`src/pkg/mmc_consts.svh`:
```
// Summary of operation
// - Retry, collision, FCS and port fields accessible only while stopped or suspended.
// - Internal loopback bit accessible only while stopped, not merely suspended.
// - Port select bits 8-7: AUI, twisted pair, serial, reserved; gated by media bit.
// - Hardware reset clears port select and the shared threshold/idle bit.
// - Retry disable gives one attempt; otherwise sixteen attempts then retry error.
// - Collision force in internal loopback collides every attempt, ending in retry error.
// - FCS disable clear appends FCS; set sends none and gives CRC to receiver.
// - Descriptor FCS force bit appends FCS regardless of the disable bit.
// - Idle level bit picks AUI idle state only for manual AUI selection.
// - Low threshold bit acts only when twisted pair port is selected.
// - Codec loopback bit 10 picks whether internal loopback includes the codec.
// - Loopback decode: off normal, external, internal with or without codec.
`ifndef MMC_CONSTS_SVH
`define MMC_CONSTS_SVH
`define MMC_BIT_CODEC_LB 10
`define MMC_BIT_LRT_AUI_IDLE_LEVEL_SEL 9
`define MMC_BIT_PORT_HI 8
`define MMC_BIT_PORT_LO 7
`define MMC_BIT_INT_LB 6
`define MMC_BIT_RETRY_DIS 5
`define MMC_BIT_COLL_FORCE 4
`define MMC_BIT_FCS_DIS 3
`define MMC_BIT_LB_EN 2
`define MMC_BIT_TX_DIS 1
`define MMC_BIT_RX_DIS 0
`define MMC_MODE_RESET 16'h0000
`define MMC_MAX_ATTEMPTS 5'h10
`endif

```
`src/pkg/mmc_pkg.sv`:
```
package mmc_pkg;
  typedef enum logic [1:0] {MMC_PORT_AUI, MMC_PORT_TP, MMC_PORT_GENERAL_SERIAL_PORT, MMC_PORT_RSVD} mmc_port_t;
  typedef enum logic [1:0] {MMC_LB_NONE, MMC_LB_EXT, MMC_LB_INT_CODEC, MMC_LB_INT_NOCODEC} mmc_lb_t;
  // Decoded mode for the medium side
  typedef struct packed {
    mmc_port_t port;
    mmc_lb_t lb;
    logic low_thresh;
    logic aui_idle_high;
    logic coll_force;
    logic fcs_to_rx;
  } mmc_media_t;
  // Frame outcome toward the transmit engine
  typedef struct packed {
    logic done;
    logic ok;
    logic retry_err;
    logic fcs_append;
  } mmc_tx_res_t;
endpackage : mmc_pkg

```
`src/hw/mmc_mode_decode.sv`:
```
`timescale 1ns/1ps
`include "mmc_consts.svh"
module mmc_mode_decode
  import mmc_pkg::*;
(
  input wire logic [15:0] i_mode, // Stored mode word
  input wire logic i_media_sel, // Automatic media select bit
  output mmc_media_t o_media // Decoded medium settings
);
  mmc_port_t port;
  mmc_lb_t lb;

  // Port and loopback decode
  always_comb
  begin
    port = i_media_sel ? MMC_PORT_AUI : mmc_port_t'(i_mode[`MMC_BIT_PORT_HI:`MMC_BIT_PORT_LO]);
    if (!i_mode[`MMC_BIT_LB_EN])
      lb = MMC_LB_NONE;
    else if (!i_mode[`MMC_BIT_INT_LB])
      lb = MMC_LB_EXT;
    else if (!i_mode[`MMC_BIT_CODEC_LB])
      lb = MMC_LB_INT_CODEC;
    else
      lb = MMC_LB_INT_NOCODEC;
  end

  // Qualified settings
  always_comb
  begin
    o_media.port = port;
    o_media.lb = lb;
    o_media.low_thresh = i_mode[`MMC_BIT_LRT_AUI_IDLE_LEVEL_SEL] && !i_media_sel && port == MMC_PORT_TP;
    o_media.aui_idle_high = i_mode[`MMC_BIT_LRT_AUI_IDLE_LEVEL_SEL] && !i_media_sel && port == MMC_PORT_AUI;
    o_media.coll_force = i_mode[`MMC_BIT_COLL_FORCE] && (lb == MMC_LB_INT_CODEC || lb == MMC_LB_INT_NOCODEC);
    o_media.fcs_to_rx = i_mode[`MMC_BIT_FCS_DIS];
  end
endmodule : mmc_mode_decode

```
`src/hw/mmc_retry_ctl.sv`:
```
`timescale 1ns/1ps
`include "mmc_consts.svh"
module mmc_retry_ctl
  import mmc_pkg::*;
(
  input wire logic i_clk, // Core clock
  input wire logic i_rst_n, // Synchronised reset
  input wire logic i_start, // Frame start pulse
  input wire logic i_frame_fcs_force, // Descriptor FCS force bit
  input wire logic i_fcs_dis, // Mode FCS disable
  input wire logic i_retry_dis, // Mode retry disable
  input wire logic i_coll_force, // Qualified collision force
  input wire logic i_att_end, // Attempt end pulse
  input wire logic i_att_coll, // Attempt collided
  output logic o_busy, // Frame in progress
  output logic o_retry_att, // Request another attempt
  output mmc_tx_res_t o_res // Frame outcome
);
  logic [4:0] att_q;
  logic fcs_q;
  logic coll;
  logic last;

  assign coll = i_att_coll || i_coll_force;
  assign last = i_retry_dis || att_q == `MMC_MAX_ATTEMPTS;
  assign o_retry_att = o_busy && i_att_end && coll && !last;

  // Attempt counter
  always_ff @(posedge i_clk or negedge i_rst_n)
  begin
    if (!i_rst_n)
    begin
      o_busy <= 1'b0;
      att_q <= 5'h00;
    end
    else if (!o_busy && i_start)
    begin
      o_busy <= 1'b1;
      att_q <= 5'h01;
    end
    else if (o_busy && i_att_end)
    begin
      if (coll && !last)
        att_q <= att_q + 5'h01;
      else
        o_busy <= 1'b0;
    end
  end

  // Per-frame FCS decision
  always_ff @(posedge i_clk or negedge i_rst_n)
  begin
    if (!i_rst_n)
      fcs_q <= 1'b0;
    else if (!o_busy && i_start)
      fcs_q <= i_frame_fcs_force || !i_fcs_dis;
  end

  // Outcome registers
  always_ff @(posedge i_clk or negedge i_rst_n)
  begin
    if (!i_rst_n)
      o_res <= '0;
    else
    begin
      o_res.done <= o_busy && i_att_end && !(coll && !last);
      o_res.ok <= o_busy && i_att_end && !coll;
      o_res.retry_err <= o_busy && i_att_end && coll && last;
      o_res.fcs_append <= fcs_q;
    end
  end
endmodule : mmc_retry_ctl

```
`src/hw/mmc_mode_ctrl.sv`:
```
`timescale 1ns/1ps
`include "mmc_consts.svh"
module mmc_mode_ctrl
  import mmc_pkg::*;
(
  input wire logic i_ref_clk, // Core clock, 20 MHz
  input wire logic i_arst_n, // Asynchronous reset, active low
  input wire logic i_stop, // Controller stopped
  input wire logic i_suspend, // Controller suspended
  input wire logic i_media_sel, // Automatic media select bit
  input wire logic i_init_load, // Load mode from initialization block
  input wire logic [15:0] i_init_mode, // Initialization block mode word
  input wire logic i_wr, // Register write strobe
  input wire logic [15:0] i_wdata, // Register write data
  output logic [15:0] o_rdata, // Register read data
  input wire logic i_tx_start, // Frame start pulse
  input wire logic i_frame_fcs_force, // Descriptor FCS force bit
  input wire logic i_att_end, // Attempt end pulse
  input wire logic i_att_coll, // Attempt saw collision
  output logic o_wr_refused, // Write ignored this cycle
  output logic o_tx_busy, // Frame in progress
  output logic o_retry_att, // Request next attempt
  output mmc_tx_res_t o_tx_res, // Frame outcome
  output mmc_media_t o_media, // Medium settings
  output logic o_tx_dis, // Transmit disabled
  output logic o_rx_dis // Receive disabled
);
  logic [1:0] rst_sync_q;
  logic rst_n;
  logic [15:0] mode_q;
  logic [15:0] mode_d;
  logic stop_ok;
  logic suspend_flag_ok;
  logic wr_ok;
  mmc_media_t media;

  // Reset release synchroniser
  always_ff @(posedge i_ref_clk or negedge i_arst_n)
  begin
    if (!i_arst_n)
      rst_sync_q <= 2'b00;
    else
      rst_sync_q <= {rst_sync_q[0], 1'b1};
  end
  assign rst_n = rst_sync_q[1];

  assign suspend_flag_ok = i_stop || i_suspend;
  assign stop_ok = i_stop;
  assign wr_ok = i_wr && suspend_flag_ok;
  assign o_wr_refused = i_wr && !suspend_flag_ok;

  // Next mode word
  always_comb
  begin
    mode_d = mode_q;
    if (i_init_load)
      mode_d = i_init_mode;
    else if (wr_ok)
    begin
      mode_d = i_wdata;
      if (!stop_ok)
        mode_d[`MMC_BIT_INT_LB] = mode_q[`MMC_BIT_INT_LB];
    end
    mode_d[15:11] = 5'h00;
  end

  // Mode register
  always_ff @(posedge i_ref_clk or negedge rst_n)
  begin
    if (!rst_n)
      mode_q <= `MMC_MODE_RESET;
    else
      mode_q <= mode_d;
  end

  // Read path, internal loopback hidden unless stopped
  always_ff @(posedge i_ref_clk or negedge rst_n)
  begin
    if (!rst_n)
      o_rdata <= 16'h0000;
    else if (suspend_flag_ok)
    begin
      o_rdata <= mode_q;
      o_rdata[`MMC_BIT_INT_LB] <= stop_ok & mode_q[`MMC_BIT_INT_LB];
    end
    else
      o_rdata <= 16'h0000;
  end

  mmc_mode_decode u_decode (
    .i_mode(mode_q),
    .i_media_sel(i_media_sel),
    .o_media(media)
  );

  // Registered medium settings
  always_ff @(posedge i_ref_clk or negedge rst_n)
  begin
    if (!rst_n)
    begin
      o_media <= '0;
      o_tx_dis <= 1'b0;
      o_rx_dis <= 1'b0;
    end
    else
    begin
      o_media <= media;
      o_tx_dis <= mode_q[`MMC_BIT_TX_DIS];
      o_rx_dis <= mode_q[`MMC_BIT_RX_DIS];
    end
  end

  mmc_retry_ctl u_retry (
    .i_clk(i_ref_clk),
    .i_rst_n(rst_n),
    .i_start(i_tx_start),
    .i_frame_fcs_force(i_frame_fcs_force),
    .i_fcs_dis(mode_q[`MMC_BIT_FCS_DIS]),
    .i_retry_dis(mode_q[`MMC_BIT_RETRY_DIS]),
    .i_coll_force(media.coll_force),
    .i_att_end(i_att_end),
    .i_att_coll(i_att_coll),
    .o_busy(o_tx_busy),
    .o_retry_att(o_retry_att),
    .o_res(o_tx_res)
  );
endmodule : mmc_mode_ctrl

```
`config.mk`:
```
export PLATFORM = sky130hd
export DESIGN_NAME = mmc_mode_ctrl
export DESIGN_NICKNAME = d
export VERILOG_FILES = /design/src/pkg/mmc_pkg.sv /design/src/hw/mmc_mode_decode.sv /design/src/hw/mmc_retry_ctl.sv /design/src/hw/mmc_mode_ctrl.sv
export VERILOG_INCLUDE_DIRS = /design/src /design/src/pkg
export SDC_FILE = /design/constraint.sdc
export NUM_CORES = 1
export LEC_CHECK = 0
export ABC_AREA = 1
export BUFFER_PORTS_ARGS = -buffer_cell sky130_fd_sc_hd__clkbuf_2
export CORE_MARGIN = 2
export CORE_UTILIZATION = 30
export DETAILED_ROUTE_END_ITERATION = 16
export SYNTH_ARGS = -nofsm -noshare
export SYNTH_HDL_FRONTEND = slang
export SYNTH_HIERARCHICAL = 1
export SYNTH_SLANG_ARGS = --single-unit
```
`constraint.sdc`:
```
create_clock -name i_ref_clk -period 1.3 [get_ports i_ref_clk]
set_input_delay 0.325 -clock i_ref_clk [delete_from_list [all_inputs] [get_ports i_ref_clk]]
set_output_delay 0.325 -clock i_ref_clk [all_outputs]
set_load 0.02 [all_outputs]
```
==> results of run 1 <==
[cells in the final DEF (no fill, tap or decap), types with 3 or more instances in the layout]
cell / count
conb_1: 6
clkbuf_8: 5
nand3_1: 16
o21ai_2: 3
inv_1: 24
nand2_1: 74
buf_4: 20
inv_2: 4
nor2_4: 3
clkbuf_2: 58
dfrtp_1: 44
nor2_1: 22
nand2_2: 7
nand2_4: 5
[logic make-up (layout without fill, tap and decap cells)]
logic type	after synthesis	count (layout)	share of synthesized area, %
compound gates	5	5	1.65
xor+xnor	1	1	0.427
fa+ha+maj	2	2	1.22
flops	45	45	54.8
buf+inv	41	122	10.7
other cells	2	6	0.366
simple gates	135	135	30.8
[critical path, stage by stage, from the launching register on]
cell,delay (ns)
dfrtp_1,0.40
inv_2,0.06
ha_2,0.15
nand2_1,0.04
inv_1,0.05
nand2_2,0.06
nand2_4,0.09
nor2_8,0.04
buf_8,0.12
[metrics by stage]
| step | total power [mW] | worst slack, ns |
|---|---|---|
| after floorplan | 2.43 | -0.0146 |
| after global placement | 2.82 | -0.0727 |
| after detailed placement | 2.86 | -0.0906 |
| after CTS | 4.00 | -0.370 |
| after global routing | 4.20 | -0.415 |
| final | 3.94 | -0.331 |
[path summary, 6_finish.rpt]
check / startpoint / to / cells past startpoint
min: i_media_sel / o_media[6] / 2
min reg2reg: rst_sync_q[1] / u_retry/att_q[3] / 1
max in group asynchronous: i_arst_n / rst_sync_q[1] / 2
max reg2reg: u_retry/att_q[0] / u_retry/att_q[2] / 10
min in group asynchronous: rst_sync_q[1] / u_retry/att_q[3] / 1
max: u_retry/att_q[0] / o_retry_att / 8
[final cells by class]
| class | instances | area, sq um |
|---|---|---|
| fill | 686 | 3980 |
| sequential | 45 | 1130 |
| multi-input combinational | 149 | 743 |
| timing repair buffer | 84 | 532 |
| inverter | 30 | 123 |
| tap | 80 | 100 |
| clock buffer | 5 | 68.8 |
| clock inverter | 3 | 46.3 |
[per-layer routing]
layer | global-route usage, % | routed length [microns] | part of all wire, %
met5 | 0 | 0 | 0
met4 | 3.41 | 40 | 1.0
met3 | 3.62 | 249 | 6.3
met2 | 17.9 | 1870 | 47
met1 | 14.7 | 1800 | 46
[what timing repair did]
action,CTS,global route
setup buffers,1,1
endpoints found under the setup margin,6,8
pin swaps,3,1
hold endpoints to repair,2,0
resized for setup,8,5
hold buffers,1,0
[report_power, final]
part / switching [mW] / internal (mW) / leakage (nW)
Sequential: 0.104 / 1.60 / 0.562
Clock: 0.487 / 0.575 / 0.0543
Combinational: 0.663 / 0.515 / 0.950
[registers in the layout (all words and copies together) (netlist names)]
signal and flops:
mode_q 11, o_media 8, o_rdata 11, o_rx_dis 1
o_tx_dis 1, rst_sync_q 2, u_retry/att_q 5, u_retry/fcs_q 1
u_retry/o_busy 1, u_retry/o_res 4
==> flow_metrics.tcl, run 1 <==
set metrics [dict create \
    status "finished with violations" \
    violations "setup timing" \
    crit_fanout 2 \
    grt_pass1_vias 1471 \
    synthFlopType "dfrtp_1" \
    diodes 0 \
    drt-vias-per-instance 4.16 \
    clk_pin_slew_ns 0.09 \
    p_per_area_nw_per_um2 1440 \
    ys_warn_count 6 \
    grt_setup_unrepaired "true" \
    setup_violations 2 \
    gp_congestion 0.745 \
    syn_area_sq_um 2050 \
    synthTopCellsByCount "nand2_1 (75), dfrtp_1 (45), inv_1 (25)" \
    layout-drive-gt1-share_pct 38.6 \
    timing.hold.ws_ns 0.213 \
    setup.worst_path.end_class "output pin" \
    reg2reg_setup_slack_ns 0.02 \
    fmax_mhz 613 \
    core_sq_um 6720 \
    hpwl_microns 3030 \
    cts_tree "done" \
    area_delta_synth_final_pct 33.5 \
    htree_levels 2 \
    leakagePower_nw 1.57 \
    post-route-min-period_ns 1.63 \
    dp.cells 386 \
    grtUsageTotal_pct 11.3 \
    portBuffers 60 \
    wirelength_microns 3960 \
    grt_first_pass_wirelength_microns 6540 \
    fin_crit_sh_pct 125 \
    rows 30 \
    synth.top_cell.area_share_pct 54.8 \
    cts_sinks 45 \
    fin_worst_skew_ns 0.00627 \
    die_w_microns 86.7 \
    avgSynthCellArea_sq_um 8.89 \
    async_reset_ff_share_pct 100 \
    yosys-top-cells-area "dfrtp_1 (55%), nand2_1 (14%), inv_1 (4.6%)" \
    synth.most_common_cell "nand2_1" \
    grt_max_degree 44 \
    startpoint_type "flip-flop" \
    antenna_found_initial 0 \
    start_util_pct 30.6 \
    yosysSeqAreaShare_pct 54.8 \
    yosysUniqueCellTypes 25 \
    synth_top_area_cell "dfrtp_1" \
    required_ns 0.98 \
    numCtsBuffers 5 \
    path_class "flip-flop to output pin" \
    wire_per_inst_microns 9.99 \
    irDropWorstVdd_mv 0.510 \
    route.detailed.drc 0 \
    cp.arrival_ns 1.31 \
    cts_root_buffer "clkbuf_8" \
    fin_ws_ns -0.331 \
    ys_ff_latch 45 \
    die_y_microns 86.7 \
    setup-tns-final_ns -0.331 \
    fin_nets 360 \
    dr.pass1.iters 4 \
    drtIter0Drc 39 \
    grt-ovfl-total 0 \
    ant_nets 0 \
    pin_count 76 \
    placed_cell_area_sq_um 2560 \
    hold_class "primary input to flip-flop" \
    stdcell_area_sq_um 2740 \
    final_util_pct 40.8 \
    synth_enable_flop_cells 0 \
    clk_latency_ns 0.29 \
    vias 1646 \
    final_hold_viol_count 0 \
    maxSlewViolCount 0 \
    cap_violations 0 \
    syn_inst 231 \
    fin_cells 396 \
    cts.path.max_buffers 2 \
    die-area_sq_um 7520 \
]
Power figures use the tool's default switching activity.
==> run 2: changes to the inputs <==
TNS_END_PERCENT = 30   (was not set)
==> run 2 against run 1 <==
The run still ends with setup timing left. Die area did not move. Clock skew fell by 0.00084 ns. Worst setup slack got worse by 0.032 ns. Maximum frequency fell by 1.9%. Global-route usage rose by 0.75 points. Critical endpoint unchanged. Highest routed layer unchanged.
==> flow_metrics.tcl, run 2 (synthesized netlist as in run 1, its figures left out) <==
set metrics [dict create \
    diodes 0 \
    pre_cts_slack_ns -0.0961 \
    hold_class "primary input to flip-flop" \
    start_util_pct 30.6 \
    slowest_delay_ns 0.38 \
    fin_worst_skew_ns 0.00543 \
    vias 1674 \
    final_hold_viol_count 0 \
    final_util_pct 42.3 \
    cp_num_buf_inv 3 \
    cp.depth 8 \
    drtIter0Drc 71 \
    intPower_mw 2.61 \
    path_cells "inv_2 -> ha_4 -> nand2_2 -> inv_2 -> nand2_4 -> nand2_4 -> nor2_8 -> buf_8" \
    portBuffers 60 \
    reg2reg_setup_slack_ns -0.31 \
    cts_tree "done" \
    path_class "flip-flop to output pin" \
    post-route-min-period_ns 1.66 \
    wirelength_microns 4290 \
    reg.largest.list "mode_q x11, o_rdata x11, o_media x8" \
    ant_nets 0 \
    fin_ws_ns -0.363 \
    grtUsageTotal_pct 12.0 \
    antenna_found_initial 0 \
    clk_pin_slew_ns 0.09 \
    violations "setup timing" \
    fin_crit_sh_pct 128 \
    cts_sinks 45 \
    dr.pass1.iters 4 \
    setup.worst_path.end_class "output pin" \
    worstReg2RegEnd "u_retry/att_q[0]" \
    grt_first_pass_wirelength_microns 7030 \
    htree_levels 2 \
    cts.path.max_buffers 2 \
    gp_congestion 0.706 \
    power_frac_clock_pct 21.5 \
    whs_path_depth 2 \
    core_sq_um 6720 \
    clk_latency_ns 0.30 \
    required_ns 0.98 \
    area_delta_synth_final_pct 38.5 \
    mostFrequentLayoutCell "nand2_1" \
    layout-drive-gt1-share_pct 42.4 \
    cap_violations 0 \
    fill_cells 670 \
    pin_count 76 \
    maxSlewViolCount 0 \
    cp.arrival_ns 1.34 \
    p_sw_mw 1.35 \
    p_per_area_nw_per_um2 1390 \
    die_y_microns 86.7 \
    numCtsBuffers 5 \
    comb_power_share_pct 35.1 \
    r2r-start "u_retry/att_q[0]" \
    slowest_stage "dfrtp_1" \
    rr_worst_depth 11 \
    grt_max_degree 44 \
    timing.hold.ws_ns 0.219 \
    grt-ovfl-total 0 \
    final_cell_mix "nand2_1 (71), clkbuf_2 (58), dfrtp_1 (44)" \
    status "finished with violations" \
    fin_nets 367 \
    grt_pass1_vias 1601 \
    crit_family "flip-flops" \
    min_from "i_media_sel" \
    crit_fanout 2 \
    swShare_pct 34.0 \
    cts_root_buffer "clkbuf_8" \
    setup_violations 9 \
    die_w_microns 86.7 \
    rows 30 \
    grt_setup_unrepaired "true" \
    setup-tns-final_ns -0.882 \
    leakagePower_nw 1.60 \
    hpwl_microns 3020 \
    p_seq_share_pct 43.4 \
    drt-vias-per-instance 4.15 \
    fmax_mhz 601 \
    irDropWorstVdd_mv 0.439 \
    startpoint_type "flip-flop" \
    wire_per_inst_microns 10.6 \
    hold_end "o_media[7]" \
    route.detailed.drc 0 \
    die-area_sq_um 7520 \
]
## run 2: cell count changes in the layout (fill, tap and decap cells not counted), moves of 2 or more
cell,delta
inv_2,+2
buf_4,+2
buf_6,+5
nand2_4,+2
ha_4,+2
inv_1,-2
nand2_1,-3
nand3_1,-2
clkinvlp_4,+2
## run 2: worst max path at each step
| stage | start | end | slack (ns) |
|---|---|---|---|
| 5_1_grt | u_retry/att_q[0] | o_retry_att | -0.44 |
| 3_5_place_dp | u_retry/att_q[0] | o_retry_att | -0.1 |
| 6_report | u_retry/att_q[0] | o_retry_att | -0.36 |
| 3_3_place_gp | mode_q[6] | o_retry_att | -0.07 |
| 4_1_cts | u_retry/att_q[0] | o_retry_att | -0.38 |
| 2_1_floorplan | u_retry/att_q[0] | o_retry_att | -0.02 |
## run 2: what timing repair did
action	CTS	global route
gates resized for setup	15	18
pin swaps	4	9
endpoints found under the hold margin	2	0
buffers inserted	10	5
gates cloned	0	0
hold buffers	1	0
endpoints found under the setup margin	7	10
## run 2: per-stage QoR
step / cells / total power, mW / area [sq um]
final: 403 / 3.96 / 2840
after global routing: 403 / 4.25 / 2840
after CTS: 402 / 3.91 / 2780
after detailed placement: 383 / 2.82 / 2540
after global placement: 383 / 2.79 / 2540
after floorplan: 235 / 2.43 / 2070
## run 2: layout make-up
type / instances / area, sq um / share of cell area, %
multi-input combinational: 149 / 800 / 28.1
clock buffer: 5 / 68.8 / 2.42
sequential: 45 / 1130 / 39.6
tap: 80 / 100 / 3.52
clock inverter: 3 / 22.5 / 0.792
inverter: 30 / 123 / 4.31
timing repair buffer: 91 / 603 / 21.2
## run 2: power groups by stage
stage,Sequential [mW],Clock (mW),Combinational (mW)
CTS,1.71,0.905,1.30
detailed placement,1.73,0,1.09
floorplan,1.88,0,0.551
global route,1.74,0.956,1.55
global placement,1.73,0,1.06
finish,1.72,0.852,1.39
## run 2: metal layers
| layer | wire length [microns] | global-route usage [%] | part of all wire, % | up-vias |
|---|---|---|---|---|
| met2 | 2080 | 20.1 | 49 | 56 |
| met1 | 1860 | 14.9 | 43 | 750 |
| met5 | 0 | 0 | 0 | - |
| met3 | 260 | 3.24 | 6.1 | 7 |
| li1 | - | - | - | 861 |
| met4 | 79 | 4.40 | 1.8 | 0 |
==> run 3: changes to the inputs <==
CORE_ASPECT_RATIO = 1.4   (was not set)
==> run 3 against run 2 <==
The run still ends with setup timing left. Maximum frequency is 1.7% higher. Cell area decreased by 2.1%. Worst setup slack better by 0.028 ns. Register-to-register slack improved by 0.21 ns. Clock power up 28%. Global-route usage fell by 0.30 points. Total power grew 0.73%. Clock-buffer cell count grew 1. Non-clock buffer count decreased by 5. Cell count is 1.7% higher. Critical path type unchanged. Critical endpoint unchanged.
==> flow_metrics.tcl, run 3 (synthesized netlist as in run 1, its figures left out) <==
set metrics [dict create \
    die_y_microns 102 \
    vias 1638 \
    cap_violations 0 \
    path_class "flip-flop to output pin" \
    hold_end "o_media[6]" \
    slowest_delay_ns 0.37 \
    violations "setup timing" \
    mostFrequentLayoutCell "nand2_1" \
    cts_root_buffer "clkbuf_8" \
    layout-drive-gt1-share_pct 39.6 \
    reg.largest.list "mode_q x11, o_rdata x11, o_media x8" \
    ant_nets 0 \
    setup_violations 8 \
    fmax_mhz 611 \
    dp.cells 396 \
    final_cell_mix "nand2_1 (73), clkbuf_2 (58), dfrtp_1 (44)" \
    reg2reg_setup_slack_ns -0.10 \
    area_delta_synth_final_pct 35.6 \
    clk_latency_ns 0.30 \
    slowest_stage "dfrtp_1" \
    fill_cells 660 \
    rr_worst_depth 10 \
    portBuffers 60 \
    diodes 0 \
    path_cells "inv_2 -> ha_4 -> nand2_1 -> inv_1 -> nand2_2 -> nand2_4 -> nor2_8 -> buf_8" \
    die_w_microns 73.9 \
    drtIter0Drc 69 \
    startpoint "u_retry/att_q[1]" \
    fin_crit_sh_pct 126 \
    grt_setup_unrepaired "true" \
    clk_pin_slew_ns 0.09 \
    stdcell_area_sq_um 2790 \
    placed_cell_area_sq_um 2550 \
    fin_cells 410 \
    grt-ovfl-total 0 \
    worstReg2RegEnd "u_retry/att_q[0]" \
    hpwl_microns 3020 \
    hold_class "primary input to flip-flop" \
    setup.worst_path.end_class "output pin" \
    die-area_sq_um 7530 \
    required_ns 0.98 \
    status "finished with violations" \
    min_from "i_media_sel" \
    cts.path.max_buffers 2 \
    post-route-min-period_ns 1.64 \
    startpoint_type "flip-flop" \
    whs_path_depth 2 \
    cp.arrival_ns 1.31 \
    cts_tree "done" \
    pre_cts_slack_ns -0.0826 \
    final_util_pct 42.1 \
    pin_count 76 \
    r2r-start "u_retry/att_q[1]" \
    wire_per_inst_microns 9.79 \
    final_hold_viol_count 0 \
    cts_sinks 45 \
    maxSlewViolCount 0 \
    rows 35 \
    route.detailed.drc 0 \
    drt-vias-per-instance 4.00 \
    grtUsageTotal_pct 11.7 \
    fin_nets 362 \
    dr.pass1.iters 4 \
    p_per_area_nw_per_um2 1430 \
    grt_max_degree 44 \
    grt_pass1_vias 1518 \
    core_sq_um 6610 \
    wirelength_microns 4010 \
    numCtsBuffers 5 \
    htree_levels 2 \
    leakagePower_nw 1.58 \
    start_util_pct 31.1 \
    grt_first_pass_wirelength_microns 6740 \
    irDropWorstVdd_mv 0.617 \
    crit_fanout 2 \
    fin_worst_skew_ns 0.00883 \
    antenna_found_initial 0 \
    gp_congestion 0.750 \
    fin_ws_ns -0.336 \
    total_power_mw 3.99 \
]
-- run 3: cell count changes in the layout (fill, tap and decap cells not counted), sizes merged --
cell	before	now
clkinvlp	3	1
bufinv	0	1
clkbuf	63	64
buf	32	27
clkinv	2	1
inv	28	29
-- run 3: through the flow --
| stage | setup TNS [ns] | hold WS (ns) |
|---|---|---|
| 2_1_floorplan | -0.0247 | 0.0294 |
| 3_3_place_gp | -0.0831 | 0.110 |
| 3_5_place_dp | -0.0831 | 0.113 |
| 4_1_cts | -0.532 | 0.203 |
| 5_1_grt | -1.55 | 0.207 |
| 6_report | -0.808 | 0.210 |
-- run 3: timing repair --
action | CTS | global route
setup endpoints to repair | 6 | 8
pin swaps | 5 | 5
buffers inserted | 2 | 3
resized for setup | 11 | 7
endpoints found under the hold margin | 2 | 0
cloned | 0 | 0
hold buffers | 1 | 0
-- run 3: area by class of cell --
class                   instances  area [sq um]  share of cell area (%)
flip-flops and latches         45          1130                    40.5
inverters                      30           123                    4.40
clock buffers                   6          82.6                    2.96
well taps                      92           115                    4.13
repair buffers                 86           538                    19.3
multi-input cells             149           762                    27.4
clock inverters                 2          37.5                    1.35
-- run 3: report_power, final --
group          switching, mW  internal [mW]
registers              0.115           1.60
logic                  0.677          0.513
clock network          0.465          0.625
-- run 3: metal layers --
metal / global-route usage (%) / routed length, microns
met5: 0 / 0
met2: 19.9 / 2080
met4: 6.15 / 101
met3: 2.17 / 218
met1: 13.8 / 1610
-- run 3: worst max-delay path by stage --
stage          depth (start not counted)  slack, ns     endpoint
6_report                               8      -0.34  o_retry_att
5_1_grt                                7      -0.41  o_retry_att
4_1_cts                                8      -0.40  o_retry_att
3_5_place_dp                           8      -0.08  o_retry_att
3_3_place_gp                           8      -0.08  o_retry_att
2_1_floorplan                          7      -0.02  o_retry_att
-- run 3: critical path: cells and delay by family (launching register included) --
family | cells | cell delay, ns
adder cells (fa/ha/maj) | 1 | 0.14
buffers and inverters | 3 | 0.20
flip-flops | 1 | 0.37
AND/OR/NAND/NOR | 4 | 0.29
